$ cat config.mk
export PLATFORM = sky130hd
export DESIGN_NAME = uarx_core
export DESIGN_NICKNAME = d
export VERILOG_FILES = /design/src/common/uarx_pkg.sv /design/src/common/uarx_buf_if.sv /design/src/logic/uarx_core.sv /design/src/logic/uarx_sync.sv /design/src/logic/uarx_rxbuf.sv
export SDC_FILE = /design/constraint.sdc
export NUM_CORES = 1
export LEC_CHECK = 0
export CAP_MARGIN = 20
export CORE_MARGIN = 2
export CORE_UTILIZATION = 30
export CTS_CLUSTER_DIAMETER = 30
export DETAILED_ROUTE_END_ITERATION = 16
export DONT_BUFFER_PORTS = 1
export PLACE_DENSITY_LB_ADDON = 0.05
export RECOVER_POWER = 100
export SETUP_SLACK_MARGIN = 0.15
export SYNTH_ARGS = -nofsm -noshare
export SYNTH_HDL_FRONTEND = slang
export SYNTH_SLANG_ARGS = --single-unit
$ cat constraint.sdc
create_clock -name CORE_CLK -period 3.76 [get_ports CORE_CLK]
set_input_delay 0.376 -clock CORE_CLK [delete_from_list [all_inputs] [get_ports CORE_CLK]]
set_output_delay 0.376 -clock CORE_CLK [all_outputs]
set_load 0.03 [all_outputs]
$ cat src/common/uarx_pkg.sv
// Purpose: shared constants and types of the asynchronous receive core
// Assumes: eight data bits, a sample tick at the oversampling rate
// Notes:   sample numbers count from one at the first low sample
package uarx_pkg;

  localparam int UARX_DATA_W = 8;

  // sample numbering inside one bit, normal and double speed
  localparam logic [4:0] UARX_LAST_NORM  = 5'h10; // sixteen states per bit
  localparam logic [4:0] UARX_LAST_DBL   = 5'h08; // eight states per bit
  localparam logic [4:0] UARX_VOTE1_NORM = 5'h08; // first centre sample
  localparam logic [4:0] UARX_VOTEN_NORM = 5'h0A; // last centre sample
  localparam logic [4:0] UARX_VOTE1_DBL  = 5'h04;
  localparam logic [4:0] UARX_VOTEN_DBL  = 5'h06;
  localparam logic [4:0] UARX_SAMPLE_ONE = 5'h01;

  localparam logic       UARX_LINE_IDLE  = 1'h1;
  localparam logic [UARX_DATA_W-1:0] UARX_DATA_ZERO = 8'h00;

  // one receive buffer entry: character plus its own status
  typedef struct packed {
    logic [UARX_DATA_W-1:0] data;
    logic                   stop_err;
    logic                   overrun;
    logic                   par_err;
  } uarx_entry_type;

  localparam uarx_entry_type UARX_ENTRY_ZERO = '{UARX_DATA_ZERO, 1'h0, 1'h0, 1'h0};

  typedef enum logic [2:0] {
    UARX_IDLE   = 3'h0,
    UARX_START  = 3'h1,
    UARX_DATA   = 3'h2,
    UARX_PARITY = 3'h3,
    UARX_STOP   = 3'h4,
    UARX_HOLD   = 3'h5
  } uarx_state_type;

endpackage

$ cat src/common/uarx_buf_if.sv
// Purpose: carries pushes and pops to the receive buffer and the head entry back from it
// Assumes: one clock shared by both ends
// Notes:   flush empties the buffer in one cycle
`timescale 1ns/1ps
interface uarx_buf_if;
  import uarx_pkg::*;
  logic           push;
  uarx_entry_type push_entry;
  logic           pop;
  logic           flush;
  logic           full;
  logic           not_empty;
  uarx_entry_type head;

  modport writer (output push, push_entry, pop, flush, input full, not_empty, head);
  modport store  (input push, push_entry, pop, flush, output full, not_empty, head);
endinterface

$ cat src/logic/uarx_core.sv
// Purpose: asynchronous receive path with oversampling and a status buffer
// Assumes: SAMPLE_TICK pulses once per oversample period, one cycle wide
// Notes:   all outputs are registered; all but RXD_OVERRIDE lag the buffer by one cycle
//
// Contract
// each buffered frame keeps its own status
// software reads status before data
// error flags not writable by software
// error flags never raise interrupts
// stop error is inverse of stop sample
// only first stop bit is checked
// overrun on full buffer, pending char, start
// overrun cleared on transfer into buffer
// parity enable and odd/even select
// parity compared and stored with frame
// parity error only when checking enabled
// disable stops reception and releases pin
// disable empties the receive buffer
// software flushes by reading until empty
// sixteen or eight samples per bit
// start bit voted at samples 8-10/4-6
// majority high rejects start as noise
// sixteen or eight bit states numbered
// three centre samples voted per bit
// frame ends at first stop bit
// normal mode rearms after last vote
// receive complete tracks unread characters
// double speed rearms one tick later
// input synchronised, counter moves on ticks
`timescale 1ns/1ps
module uarx_core (
  input  wire logic                      CORE_CLK,
  input  wire logic                      RESET_N,
  input  wire logic                      RXD_PIN,
  input  wire logic                      SAMPLE_TICK,
  input  wire logic                      RECEIVER_ENABLE_BIT,
  input  wire logic                      DOUBLE_SPEED_SELECT,
  input  wire logic                      PARITY_ENABLE_BIT,
  input  wire logic                      PARITY_ODD_SELECT,
  input  wire logic                      DATA_READ,
  output logic [uarx_pkg::UARX_DATA_W-1:0] DATA_BUFFER_LOCATION,
  output logic                           STOP_BIT_ERROR_FLAG,
  output logic                           OVERRUN_FLAG,
  output logic                           PARITY_ERROR_FLAG,
  output logic                           RECEIVE_COMPLETE_FLAG,
  output logic                           RXD_OVERRIDE
);
  import uarx_pkg::*;

  localparam logic [3:0] LAST_IDX = 4'(UARX_DATA_W - 1);

  uarx_buf_if buf_bus ();

  logic           smp;
  uarx_state_type state_ff,   nxt_state;
  logic [4:0]     cnt_ff,     nxt_cnt;
  logic [3:0]     idx_ff;
  logic [1:0]     vote_ff;
  logic           last_ff;
  logic [UARX_DATA_W-1:0] shift_ff;
  logic           par_bit_ff;
  uarx_entry_type pend_ff;
  logic           pend_ok_ff;
  logic           lose_ff;

  // input synchroniser
  uarx_sync u_sync (
    .clk   (CORE_CLK),
    .rst_n (RESET_N),
    .din   (RXD_PIN),
    .dout  (smp)
  );

  // two-entry receive buffer
  uarx_rxbuf #(.DEPTH(2)) u_buf (
    .clk   (CORE_CLK),
    .rst_n (RESET_N),
    .bus   (buf_bus)
  );

  // mode-dependent sample numbers
  wire       en        = RECEIVER_ENABLE_BIT;
  wire [4:0] bit_last  = DOUBLE_SPEED_SELECT ? UARX_LAST_DBL  : UARX_LAST_NORM;
  wire [4:0] vote_1st  = DOUBLE_SPEED_SELECT ? UARX_VOTE1_DBL : UARX_VOTE1_NORM;
  wire [4:0] vote_end  = DOUBLE_SPEED_SELECT ? UARX_VOTEN_DBL : UARX_VOTEN_NORM;
  wire       tick      = SAMPLE_TICK && en;
  wire       in_window = tick && cnt_ff >= vote_1st && cnt_ff < vote_end;
  wire       at_vote   = tick && cnt_ff == vote_end;
  wire       at_end    = tick && cnt_ff == bit_last;
  // majority of the two held centre samples and the current one
  wire       maj = (vote_ff[0] & vote_ff[1]) | (smp & (vote_ff[0] | vote_ff[1]));

  // frame events
  wire start_det  = tick && state_ff == UARX_IDLE && last_ff && !smp;
  wire frame_done = at_vote && state_ff == UARX_STOP;
  wire overrun    = start_det && pend_ok_ff && buf_bus.full;
  wire transfer   = pend_ok_ff && !buf_bus.full && en;

  // parity of data and received parity bit, odd or even sense
  wire par_sum = ^shift_ff ^ par_bit_ff;
  wire par_bad = PARITY_ODD_SELECT ? !par_sum : par_sum;

  // recovery state machine
  always_comb begin
    nxt_state = state_ff;
    nxt_cnt   = cnt_ff;
    if (tick) begin
      nxt_cnt = (cnt_ff >= bit_last) ? UARX_SAMPLE_ONE : cnt_ff + 5'h01;
    end
    unique case (state_ff)
      UARX_IDLE: begin
        if (start_det) begin
          nxt_state = UARX_START;
          nxt_cnt   = UARX_SAMPLE_ONE;
        end
      end
      UARX_START: begin
        if (at_vote && maj) nxt_state = UARX_IDLE;
        else if (at_end) nxt_state = UARX_DATA;
      end
      UARX_DATA: begin
        if (at_end && idx_ff == LAST_IDX) begin
          nxt_state = PARITY_ENABLE_BIT ? UARX_PARITY : UARX_STOP;
        end
      end
      UARX_PARITY: begin
        if (at_end) nxt_state = UARX_STOP;
      end
      UARX_STOP: begin
        if (frame_done) nxt_state = DOUBLE_SPEED_SELECT ? UARX_HOLD : UARX_IDLE;
      end
      UARX_HOLD: begin
        if (tick) nxt_state = UARX_IDLE;
      end
      default: nxt_state = UARX_IDLE;
    endcase
    if (!en) begin
      nxt_state = UARX_IDLE;
      nxt_cnt   = UARX_SAMPLE_ONE;
    end
  end

  // state, counter and last sample seen
  always_ff @(posedge CORE_CLK or negedge RESET_N) begin
    if (!RESET_N) begin
      state_ff <= UARX_IDLE;
      cnt_ff   <= UARX_SAMPLE_ONE;
      last_ff  <= UARX_LINE_IDLE;
    end else begin
      state_ff <= nxt_state;
      cnt_ff   <= nxt_cnt;
      if (tick) last_ff <= smp;
      else if (!en) last_ff <= UARX_LINE_IDLE;
    end
  end

  // centre samples, data bits and parity bit
  always_ff @(posedge CORE_CLK or negedge RESET_N) begin
    if (!RESET_N) begin
      vote_ff    <= '0;
      idx_ff     <= '0;
      shift_ff   <= UARX_DATA_ZERO;
      par_bit_ff <= 1'h0;
    end else begin
      if (in_window) vote_ff <= {vote_ff[0], smp};
      if (state_ff == UARX_START) idx_ff <= '0;
      else if (state_ff == UARX_DATA && at_end) idx_ff <= idx_ff + 4'h1;
      if (state_ff == UARX_DATA && at_vote) shift_ff <= {maj, shift_ff[UARX_DATA_W-1:1]};
      if (state_ff == UARX_PARITY && at_vote) par_bit_ff <= maj;
    end
  end

  // finished frame waiting in the shift stage
  always_ff @(posedge CORE_CLK or negedge RESET_N) begin
    if (!RESET_N) begin
      pend_ff    <= UARX_ENTRY_ZERO;
      pend_ok_ff <= 1'h0;
    end else if (!en) begin
      pend_ok_ff <= 1'h0;
    end else if (frame_done) begin
      pend_ff.data     <= shift_ff;
      pend_ff.stop_err <= !maj;
      pend_ff.par_err  <= PARITY_ENABLE_BIT && par_bad;
      pend_ok_ff       <= 1'h1;
    end else if (overrun || transfer) begin
      pend_ok_ff <= 1'h0;
    end
  end

  // overrun marker carried by the next frame that makes it into the buffer
  always_ff @(posedge CORE_CLK or negedge RESET_N) begin
    if (!RESET_N) lose_ff <= 1'h0;
    else if (!en) lose_ff <= 1'h0;
    else if (overrun) lose_ff <= 1'h1;
    else if (transfer) lose_ff <= 1'h0;
  end

  // buffer control
  assign buf_bus.push       = transfer;
  assign buf_bus.push_entry = '{pend_ff.data, pend_ff.stop_err, lose_ff, pend_ff.par_err};
  assign buf_bus.pop        = DATA_READ;
  assign buf_bus.flush      = !en;

  // registered outputs; flags come only from the buffer head, no write path
  always_ff @(posedge CORE_CLK or negedge RESET_N) begin
    if (!RESET_N) begin
      DATA_BUFFER_LOCATION  <= UARX_DATA_ZERO;
      STOP_BIT_ERROR_FLAG   <= 1'h0;
      OVERRUN_FLAG          <= 1'h0;
      PARITY_ERROR_FLAG     <= 1'h0;
      RECEIVE_COMPLETE_FLAG <= 1'h0;
      RXD_OVERRIDE          <= 1'h0;
    end else begin
      DATA_BUFFER_LOCATION  <= buf_bus.not_empty ? buf_bus.head.data : UARX_DATA_ZERO;
      STOP_BIT_ERROR_FLAG   <= buf_bus.not_empty && buf_bus.head.stop_err;
      OVERRUN_FLAG          <= buf_bus.not_empty && buf_bus.head.overrun;
      PARITY_ERROR_FLAG     <= buf_bus.not_empty && buf_bus.head.par_err;
      RECEIVE_COMPLETE_FLAG <= buf_bus.not_empty;
      RXD_OVERRIDE          <= en;
    end
  end
endmodule // uarx_core

$ cat src/logic/uarx_sync.sv
// Purpose: brings the serial input into the core clock domain
// Assumes: line idles high
// Notes:   first stage is read only by the second stage
`timescale 1ns/1ps
module uarx_sync (
  input  wire logic clk,
  input  wire logic rst_n,
  input  wire logic din,
  output logic      dout
);
  import uarx_pkg::*;

  logic meta_ff;

  // two-stage synchroniser, resets to the idle level
  always_ff @(posedge clk or negedge rst_n) begin
    if (!rst_n) begin
      meta_ff <= UARX_LINE_IDLE;
      dout    <= UARX_LINE_IDLE;
    end else begin
      meta_ff <= din;
      dout    <= meta_ff;
    end
  end
endmodule // uarx_sync

$ cat src/logic/uarx_rxbuf.sv
// Purpose: receive buffer holding characters with their status
// Assumes: writer never pushes while full
// Notes:   flush beats push and pop in the same cycle
`timescale 1ns/1ps
module uarx_rxbuf #(
  parameter int DEPTH = 2
) (
  input  wire logic clk,
  input  wire logic rst_n,
  uarx_buf_if.store bus
);
  import uarx_pkg::*;

  localparam int PW = (DEPTH > 1) ? $clog2(DEPTH) : 1;
  localparam logic [PW:0] CNT_FULL = (PW+1)'(DEPTH); // fill level fits the wider count

  uarx_entry_type mem_ff [DEPTH];
  logic [PW-1:0]  wr_ff;
  logic [PW-1:0]  rd_ff;
  logic [PW:0]    cnt_ff;

  wire do_push = bus.push && !bus.full;
  wire do_pop  = bus.pop && bus.not_empty;

  assign bus.full      = (cnt_ff == CNT_FULL);
  assign bus.not_empty = (cnt_ff != '0);
  assign bus.head      = mem_ff[rd_ff];

  function automatic logic [PW-1:0] bump(input logic [PW-1:0] p);
    bump = (p == PW'(DEPTH - 1)) ? '0 : p + 1'h1;
  endfunction

  // pointers and fill level
  always_ff @(posedge clk or negedge rst_n) begin
    if (!rst_n) begin
      wr_ff  <= '0;
      rd_ff  <= '0;
      cnt_ff <= '0;
    end else if (bus.flush) begin
      wr_ff  <= '0;
      rd_ff  <= '0;
      cnt_ff <= '0;
    end else begin
      if (do_push) wr_ff <= bump(wr_ff);
      if (do_pop) rd_ff <= bump(rd_ff);
      cnt_ff <= cnt_ff + (do_push ? 1'h1 : 1'h0) - (do_pop ? 1'h1 : 1'h0);
    end
  end

  // storage, one slot per entry
  for (genvar i = 0; i < DEPTH; i++) begin : g_slot
    always_ff @(posedge clk or negedge rst_n) begin
      if (!rst_n) mem_ff[i] <= UARX_ENTRY_ZERO;
      else if (do_push && wr_ff == PW'(i)) mem_ff[i] <= bus.push_entry;
    end
  end
endmodule // uarx_rxbuf

==> results of run 1 <==
==> critical path, stage by stage, from the launching register on <==
cell and delay (ns):
dfrtp_1 0.36, inv_1 0.07, ha_1 0.33, nand4bb_1 0.24
nor3_1 0.65, and3_1 0.59, mux2_1 0.37
==> routing by layer <==
layer	GRT usage	up-vias	part of all wire
met1	0.161	1001	0.48
met3	0.0578	7	0.044
li1	-	981	-
met4	0.0390	0	0.013
met2	0.185	29	0.46
met5	0	-	0
==> logic make-up (layout without fill, tap and decap cells) <==
logic type,Yosys count,in the layout,share of synthesized area
AOI/OAI and AO/OA,21,21,0.0429
xor gates and xnor gates,17,17,0.0461
adders and majority gates,11,11,0.0383
buffers and inverters,24,33,0.0308
DFF,77,77,0.547
muxes,55,55,0.171
and+or+nand+nor,75,75,0.124
==> report_power, final <==
group          switching [mW]  total, mW  internal [mW]
combinational           0.128      0.219         0.0903
clock                   0.334      0.798          0.464
sequential             0.0659      0.932          0.866
total                   0.529       1.95           1.42
==> cell type report <==
type | count | share of cell area
Inverter | 13 | 0.0125
Multi-Input combinational cell | 179 | 0.369
Clock inverter | 4 | 0.00675
Clock buffer | 12 | 0.0633
Tap cell | 143 | 0.0460
Timing Repair Buffer | 4 | 0.00579
Sequential cell | 77 | 0.496
==> cell usage in the layout, fill, tap and decap left out, types with 2 or more instances in the layout <==
cell	instances
nand2_1	13
dfstp_2	3
clkbuf_16	9
and3_1	5
o21ai_0	3
xor2_1	5
ha_1	10
xnor2_1	11
inv_1	12
dfrtp_1	73
mux2_1	32
nand2b_1	2
nor2b_1	3
a21oi_1	6
nand3_1	4
mux2i_1	13
nor3_1	3
nor2_1	26
nor3b_1	2
and2_1	3
clkbuf_1	4
clkinv_2	2
mux2_2	10
nand4_1	5
==> registers in the layout, summed over array words and instances (netlist names), 2 cells and up <==
| name | count |
|---|---|
| DATA_BUFFER_LOCATION | 8 |
| buf_bus.push_entry | 10 |
| cnt_ff | 5 |
| idx_ff | 4 |
| shift_ff | 8 |
| state_ff | 3 |
| u_buf.cnt_ff | 2 |
| u_buf.mem_ff | 22 |
| vote_ff | 2 |
==> worst max path at each step <==
stage / to / depth (start not counted)
final: buf_bus.push_entry[4]$_DFFE_PN0P_ / 6
after global routing: buf_bus.push_entry[10]$_DFFE_PN0P_ / 6
after CTS: buf_bus.push_entry[4]$_DFFE_PN0P_ / 6
after detailed placement: buf_bus.push_entry[3]$_DFFE_PN0P_ / 6
after global placement: buf_bus.push_entry[5]$_DFFE_PN0P_ / 6
after floorplan: buf_bus.push_entry[5]$_DFFE_PN0P_ / 8
==> timing repair <==
item / in CTS / in global routing
setup buffers: 0 / 0
endpoints found under the setup margin: 0 / 0
hold buffers: 2 / 0
endpoints found under the hold margin: 77 / 0
==> results_dict.tcl, run 1 <==
set metrics [dict create \
    hold_viol 0 \
    wirelength_um 6840 \
    core_area_um2 11500 \
    hold_ws_ns 0.0385 \
    rsz0062_at_grt "false" \
    die_area_um2 12700 \
    grt_use_total 0.124 \
    ys_top_cells_by_area "dfrtp_1 52%, mux2_1 10%, mux2i_1 3.7%" \
    r2r-end "buf_bus.push_entry[4]$_DFFE_PN0P_" \
    die_h_um 112 \
    synth_edf_count 0 \
    cts_buffer_depth 2 \
    cts_resized 0 \
    slew_headroom -0.294 \
    grt_pass1_vias 2165 \
    die_w_um 112 \
    syn_nets 299 \
    critPathLaunch "cnt_ff[3]$_DFF_PN0_" \
    num-nets-final 303 \
    yosysTopAreaCell "dfrtp_1" \
    power_density_nw_per_um2 501 \
    utilization 0.339 \
    overflow 0 \
    dp_cells 414 \
    drcViolationCount 0 \
    place_hpwl_um 4480 \
    synth_flop_cell "dfrtp_1" \
    via_per_inst 4.67 \
    cp_max_fo 13 \
    ys_ff_latch 77 \
    cp-end-kind "flip-flop" \
    netlist_instances 280 \
    cts_buffers 9 \
    synthArstFlopShare 1.00 \
    synth_common_cells "73 x dfrtp_1, 32 x mux2_1, 26 x nor2_1, 13 x mux2i_1, 13 x nand2_1" \
    drive_gt1_frac 0.107 \
    initial_utilization 0.308 \
    violations "max-capacitance violations, max-slew violations" \
    clockRootBuffer "clkbuf_16" \
    worst_slew_pin_slew_ns 1.94 \
    final_cell_area_um2 3890 \
    crit_type "flip-flop to flip-flop" \
    io_pins 22 \
    rows 39 \
    vias 2018 \
    clk_pin_slew_ns 0.06 \
    tritoncts "built" \
    whs_path_depth 0 \
    cp_data_arrival_time_ns 2.95 \
    drt_pass1_iterations 4 \
    drv_cap 1 \
    fmax_mhz 366 \
    place_area_um2 3660 \
    multi_input_area_um2 1440 \
    cp-start-kind "flip-flop" \
    grt_pass1_wl_um 11900 \
    p_leak_nw 1.86 \
    place_ws_ns 1.31 \
    avgRoutedWirePerCell_um 15.8 \
    antenna_found_initial 0 \
    seq_area_um2 1930 \
    outcome "complete, but fails checks" \
    min-delay-start "RXD_PIN" \
    worst_r2r_path_depth 6 \
    synth.distinct_cells 51 \
    stdcell_count 432 \
    numPortBuffers 0 \
    hold_path_class "primary input to flip-flop" \
    layout_setup_ws_ns 1.03 \
    r2r_start "cnt_ff[3]$_DFF_PN0_" \
    diodes 0 \
    setup_viol 0 \
    clkLatencyLatePin_ns 0.34 \
    rrSetupSlack_ns 1.03 \
    synth_top_cell_area_share 0.517 \
    yosysWarnings 0 \
    h-tree-depth 3 \
    avgSynthCellArea_um2 12.6 \
    tns_ns 0 \
    synth_seq_area_share 0.547 \
    ant_nets 0 \
    fin_skew_ns 0.00726 \
    place_congestion 0.748 \
    slew_violations 78 \
    ir_worst_vdd_mv 0.286 \
    worstPathRequired_ns 3.98 \
    total_power_mw 1.95 \
    drt_iter0_drc 87 \
    finalCritPeriodShare 0.726 \
    layout_min_cycle_time_ns 2.73 \
    syn_area_um2 3530 \
    synthMostInstantiatedCell "dfrtp_1" \
    grt_max_degree 78 \
    holdPathEnd "u_sync.meta_ff$_DFF_PN1_" \
    fillerInstances 1129 \
    syn_to_final_growth_pct 10.2 \
    cts_sinks 77 \
]
No activity file was read; power rests on OpenSTA's default activity.
==> run 2, diff against run 1 <==
clock period = 2.6 ns   (was 3.76 ns; I/O delays follow)
==> run 2 against run 1 <==
Net effect:
- the run still ends with max-capacitance violations, max-slew violations left
- fmax is 21% higher
- final cell count is 0.69% higher
- sequential share of layout area is 1.4 points lower
- via count is 1.6% lower
- critical path type unchanged
- highest routed layer unchanged
==> results_dict.tcl, run 2 (same netlist as run 1, synthesis figures left out) <==
set metrics [dict create \
    outcome "complete, but fails checks" \
    violations "max-capacitance violations, max-slew violations" \
    grt_pass1_vias 2148 \
    h-tree-depth 3 \
    diodes 0 \
    grtUsageMet2 0.170 \
    drt_pass1_iterations 4 \
    place_hpwl_um 4330 \
    via_per_inst 4.57 \
    tritoncts "built" \
    final_cell_mix "73 x dfrtp_1, 32 x mux2_1, 26 x nor2_1, 13 x mux2i_1, 13 x nand2_1" \
    grt_use_total 0.120 \
    tns_ns 0 \
    use_met3 0.0302 \
    hold_viol 0 \
    fin_skew_ns 0.00566 \
    cp-start-kind "flip-flop" \
    power_density_nw_per_um2 766 \
    slew_violations 78 \
    rsz0062_at_grt "false" \
    worstPathRequired_ns 2.82 \
    die_area_um2 12700 \
    overflow 0 \
    grt_pass1_wl_um 11500 \
    syn_to_final_growth_pct 13.5 \
    fmax_mhz 441 \
    hold_path_class "primary input to flip-flop" \
    setup_viol 0 \
    vias 1986 \
    place_congestion 0.705 \
    core_area_um2 11500 \
    layout_commonest_cell "dfrtp_1" \
    p_leak_nw 1.92 \
    cts_buffers 9 \
    drv_cap 1 \
    ant_nets 0 \
    largest_register "u_buf.mem_ff" \
    busiest_layer "met2" \
    wirelength_um 6680 \
    use_met1 0.161 \
    avgRoutedWirePerCell_um 15.3 \
    numPortBuffers 0 \
    cts_sinks 77 \
    grt_max_degree 78 \
    place_area_um2 3670 \
    cp-end-kind "flip-flop" \
    num-nets-final 306 \
    initial_utilization 0.308 \
    final_cell_area_um2 4010 \
    drive_gt1_frac 0.123 \
    cp_max_fo 8 \
    rows 39 \
    largest_register_ffs 22 \
    die_h_um 112 \
    cp_data_arrival_time_ns 2.49 \
    place_ws_ns 0.259 \
    clkLatencyLatePin_ns 0.34 \
    layout_min_cycle_time_ns 2.27 \
    io_pins 22 \
    die_w_um 112 \
    drt_iter0_drc 63 \
    worst_slew_pin_slew_ns 1.75 \
    finalCritPeriodShare 0.871 \
    utilization 0.349 \
    clk_pin_slew_ns 0.06 \
    crit_type "flip-flop to flip-flop" \
    antenna_found_initial 0 \
    cts_buffer_depth 2 \
    clockRootBuffer "clkbuf_16" \
    drcViolationCount 0 \
    layout_setup_ws_ns 0.335 \
    rrSetupSlack_ns 0.33 \
    ir_worst_vdd_mv 0.306 \
    slew_headroom -0.169 \
]
run 2: cell count changes in the layout (fill, tap and decap cells not counted), sizes merged:
cell         before  now
inv              12   14
clkbuf           15   13
buf               0    1
dlygate4sd3       1    3
clkinv            4    2
bufinv            0    2
run 2: metrics by stage:
stage / total power, mW / std cells / hold slack (ns)
after floorplan: 1.60 / 280 / -0.0356
after global placement: 1.68 / 415 / -0.0310
after detailed placement: 1.68 / 415 / -0.0317
after CTS: 3.14 / 435 / 0.0100
after global routing: 3.23 / 435 / 0.0230
final: 3.07 / 435 / 0.0269
run 2: routing by layer:
layer	vias to the layer above	share of wire
met5	-	0
met1	961	0.51
met3	12	0.036
li1	982	-
met2	31	0.42
met4	0	0.032
run 2: path summary, 6_finish.rpt:
path | startpoint | cells after the start | to
worst max-delay path | cnt_ff[3]$_DFF_PN0_ | 6 | shift_ff[3]$_DFFE_PN0P_
worst min-delay path | RECEIVER_ENABLE_BIT | 2 | lose_ff$_DFFE_PN0P_
worst max register to register | cnt_ff[3]$_DFF_PN0_ | 6 | shift_ff[3]$_DFFE_PN0P_
worst min register to register | u_sync.meta_ff$_DFF_PN1_ | 0 | u_sync.dout$_DFF_PN1_
max in group asynchronous | RESET_N | 2 | vote_ff[0]$_DFFE_PN0P_
min in group asynchronous | RESET_N | 2 | u_buf.mem_ff[10]$_DFFE_PN0P_
run 2: timing repair:
action                                  in CTS  in global routing
endpoints found under the setup margin       0                 11
hold buffers                                 4                  0
setup buffers                                0                  0
resized for setup                            0                  1
hold endpoints to repair                    80                  0
run 2: final cells by class:
type                    count  area [µm²]
fillers                  1115        7460
flip-flops and latches     77        1930
multi-input cells         179        1470
clock buffers              10         239
well taps                 143         179
clock inverters             6        93.8
inverters                  13        48.8
repair buffers              7        46.3
run 2: power by group:
| part | internal (mW) | leakage [nW] | switching (mW) | total [mW] |
|---|---|---|---|---|
| registers | 1.25 | 1.05 | 0.0949 | 1.35 |
| clock network | 0.875 | 0.160 | 0.526 | 1.40 |
| logic | 0.135 | 0.710 | 0.186 | 0.321 |
| total | 2.26 | 1.92 | 0.807 | 3.07 |
run 2: critical path: stages, from the launching register on:
cell	delay, ns
dfrtp_1	0.37
inv_1	0.08
ha_1	0.33
nand4bb_1	0.30
nor3_4	0.31
and2_1	0.39
mux2_1	0.36
==> run 3, diff against run 2 <==
--- a/config.mk
+++ b/config.mk
@@ -7,4 +7,5 @@
 export LEC_CHECK = 0
 export CAP_MARGIN = 20
+export CORE_ASPECT_RATIO = 1.75
 export CORE_MARGIN = 2
 export CORE_UTILIZATION = 30
==> constraint.sdc (replaced) <==
create_clock -name CORE_CLK -period 2.6 [get_ports CORE_CLK]
set_input_delay 0.52 -clock CORE_CLK [delete_from_list [all_inputs] [get_ports CORE_CLK]]
set_output_delay 0.52 -clock CORE_CLK [all_outputs]
set_load 0.03 [all_outputs]
==> run 3 against run 2 <==
Net effect:
- the run still ends with max-capacitance violations, max-slew violations left
- largest cell class unchanged
- core utilization fell by 0.62 points
- worst hold slack improved by 0.0035 ns
- first-iteration DRC count rose by 43%
- non-clock buffer count fell by 2
- highest routed layer unchanged
- critical path depth rose by 1
- die area rose by 0.28%
- clock skew barely moved
- fmax fell by 2.8%
- flip-flop and latch count did not move
- power fell by 1.5%
==> results_dict.tcl, run 3 (same netlist as run 1, synthesis figures left out) <==
set metrics [dict create \
    worstPathRequired_ns 2.81 \
    diodes 0 \
    worst_slew_pin_slew_ns 1.89 \
    hold_ws_ns 0.0304 \
    overflow 0 \
    p_leak_nw 1.90 \
    drt_pass1_iterations 4 \
    fin_skew_ns 0.00541 \
    stdcell_count 424 \
    cts_sinks 77 \
    cp_max_fo 7 \
    cp-end-kind "flip-flop" \
    cts_buffer_depth 2 \
    vias 2055 \
    die_w_um 86.0 \
    worst_r2r_path_depth 7 \
    layout_commonest_cell "dfrtp_1" \
    tns_ns 0 \
    numPortBuffers 0 \
    rsz0062_at_grt "false" \
    drcViolationCount 0 \
    rows 52 \
    avgRoutedWirePerCell_um 17.0 \
    drv_cap 1 \
    antenna_found_initial 0 \
    core_area_um2 11500 \
    num-nets-final 304 \
    grt_max_degree 74 \
    drt_iter0_drc 90 \
    hold_path_class "primary input to asynchronous set/reset pin" \
    drive_gt1_frac 0.125 \
    outcome "complete, but fails checks" \
    final_cell_mix "73 x dfrtp_1, 32 x mux2_1, 26 x nor2_1, 13 x mux2i_1, 13 x nand2_1" \
    die_area_um2 12700 \
    layout_min_cycle_time_ns 2.33 \
    r2r_start "cnt_ff[3]$_DFF_PN0_" \
    syn_to_final_growth_pct 12.0 \
    rrSetupSlack_ns 0.27 \
    tritoncts "built" \
    io_pins 22 \
    die_h_um 148 \
    place_hpwl_um 5000 \
    ir_worst_vdd_mv 0.300 \
    ctsHoldBuffers 1 \
    largest_register_ffs 22 \
    grt_pass1_wl_um 11800 \
    grt_use_total 0.126 \
    dp_cells 408 \
    setup_viol 0 \
    fmax_mhz 429 \
    postCtsSetupBuffers 0 \
    crit_type "flip-flop to flip-flop" \
    final_cell_area_um2 3950 \
    hold_viol 0 \
    finalCritPeriodShare 0.896 \
    via_per_inst 4.85 \
    h-tree-depth 3 \
    place_congestion 0.789 \
    power_density_nw_per_um2 765 \
    violations "max-capacitance violations, max-slew violations" \
    clockRootBuffer "clkbuf_16" \
    slew_headroom -0.261 \
    cp_data_arrival_time_ns 2.54 \
    largest_register "u_buf.mem_ff" \
    clkLatencyLatePin_ns 0.33 \
    clk_pin_slew_ns 0.06 \
    wirelength_um 7210 \
    place_area_um2 3670 \
    slew_violations 74 \
    cts_buffers 9 \
    grt_pass1_vias 2161 \
    cp-start-kind "flip-flop" \
    r2r-end "state_ff[0]$_DFFE_PN0P_" \
    cts_resized 0 \
    initial_utilization 0.307 \
    ant_nets 0 \
]
run 3: how the worst max path moves through the flow:
stage	start	to	slack [ns]	cells past startpoint
finish	cnt_ff[3]$_DFF_PN0_	state_ff[0]$_DFFE_PN0P_	0.27	7
global route	cnt_ff[3]$_DFF_PN0_	state_ff[0]$_DFFE_PN0P_	0.13	7
CTS	cnt_ff[3]$_DFF_PN0_	buf_bus.push_entry[7]$_DFFE_PN0P_	0.32	7
detailed placement	DOUBLE_SPEED_SELECT	buf_bus.push_entry[5]$_DFFE_PN0P_	0.26	6
global placement	DOUBLE_SPEED_SELECT	shift_ff[0]$_DFFE_PN0P_	0.29	5
floorplan	DOUBLE_SPEED_SELECT	buf_bus.push_entry[5]$_DFFE_PN0P_	0.37	7
run 3: layer usage:
layer / track usage / wire length [µm] / vias to the layer above
li1: - / - / 980
met1: 0.140 / 2810 / 1037
met2: 0.224 / 4050 / 27
met3: 0.0341 / 201 / 11
met4: 0.0500 / 144 / 0
met5: 0 / 0 / -
run 3: per-stage QoR:
| stage | utilization | total power [mW] | worst slack (ns) |
|---|---|---|---|
| after floorplan | - | 1.60 | 0.372 |
| after global placement | 0.319 | 1.71 | 0.288 |
| after detailed placement | 0.319 | 1.71 | 0.262 |
| after CTS | 0.348 | 3.09 | 0.322 |
| after global routing | 0.343 | 3.18 | 0.134 |
| final | 0.343 | 3.02 | 0.271 |
run 3: final cells by class:
| class | instances | area [µm²] |
|---|---|---|
| fill | 1127 | 7560 |
| inverter | 13 | 48.8 |
| clock buffer | 9 | 225 |
| clock inverter | 6 | 88.8 |
| timing repair buffer | 5 | 27.5 |
| multi-input combinational | 179 | 1460 |
| tap | 135 | 169 |
| sequential | 77 | 1930 |
run 3: where the power goes:
group | switching [mW] | internal [mW]
logic | 0.200 | 0.141
registers | 0.104 | 1.25
clock network | 0.491 | 0.834
run 3: worst max-delay path: stages (launching register included):
cell and delay (ns):
dfrtp_1 0.39, inv_1 0.08, ha_1 0.34, nand4bb_1 0.29, nor3_4 0.31, o211ai_1 0.18, nor3b_1 0.28, mux2_1 0.35
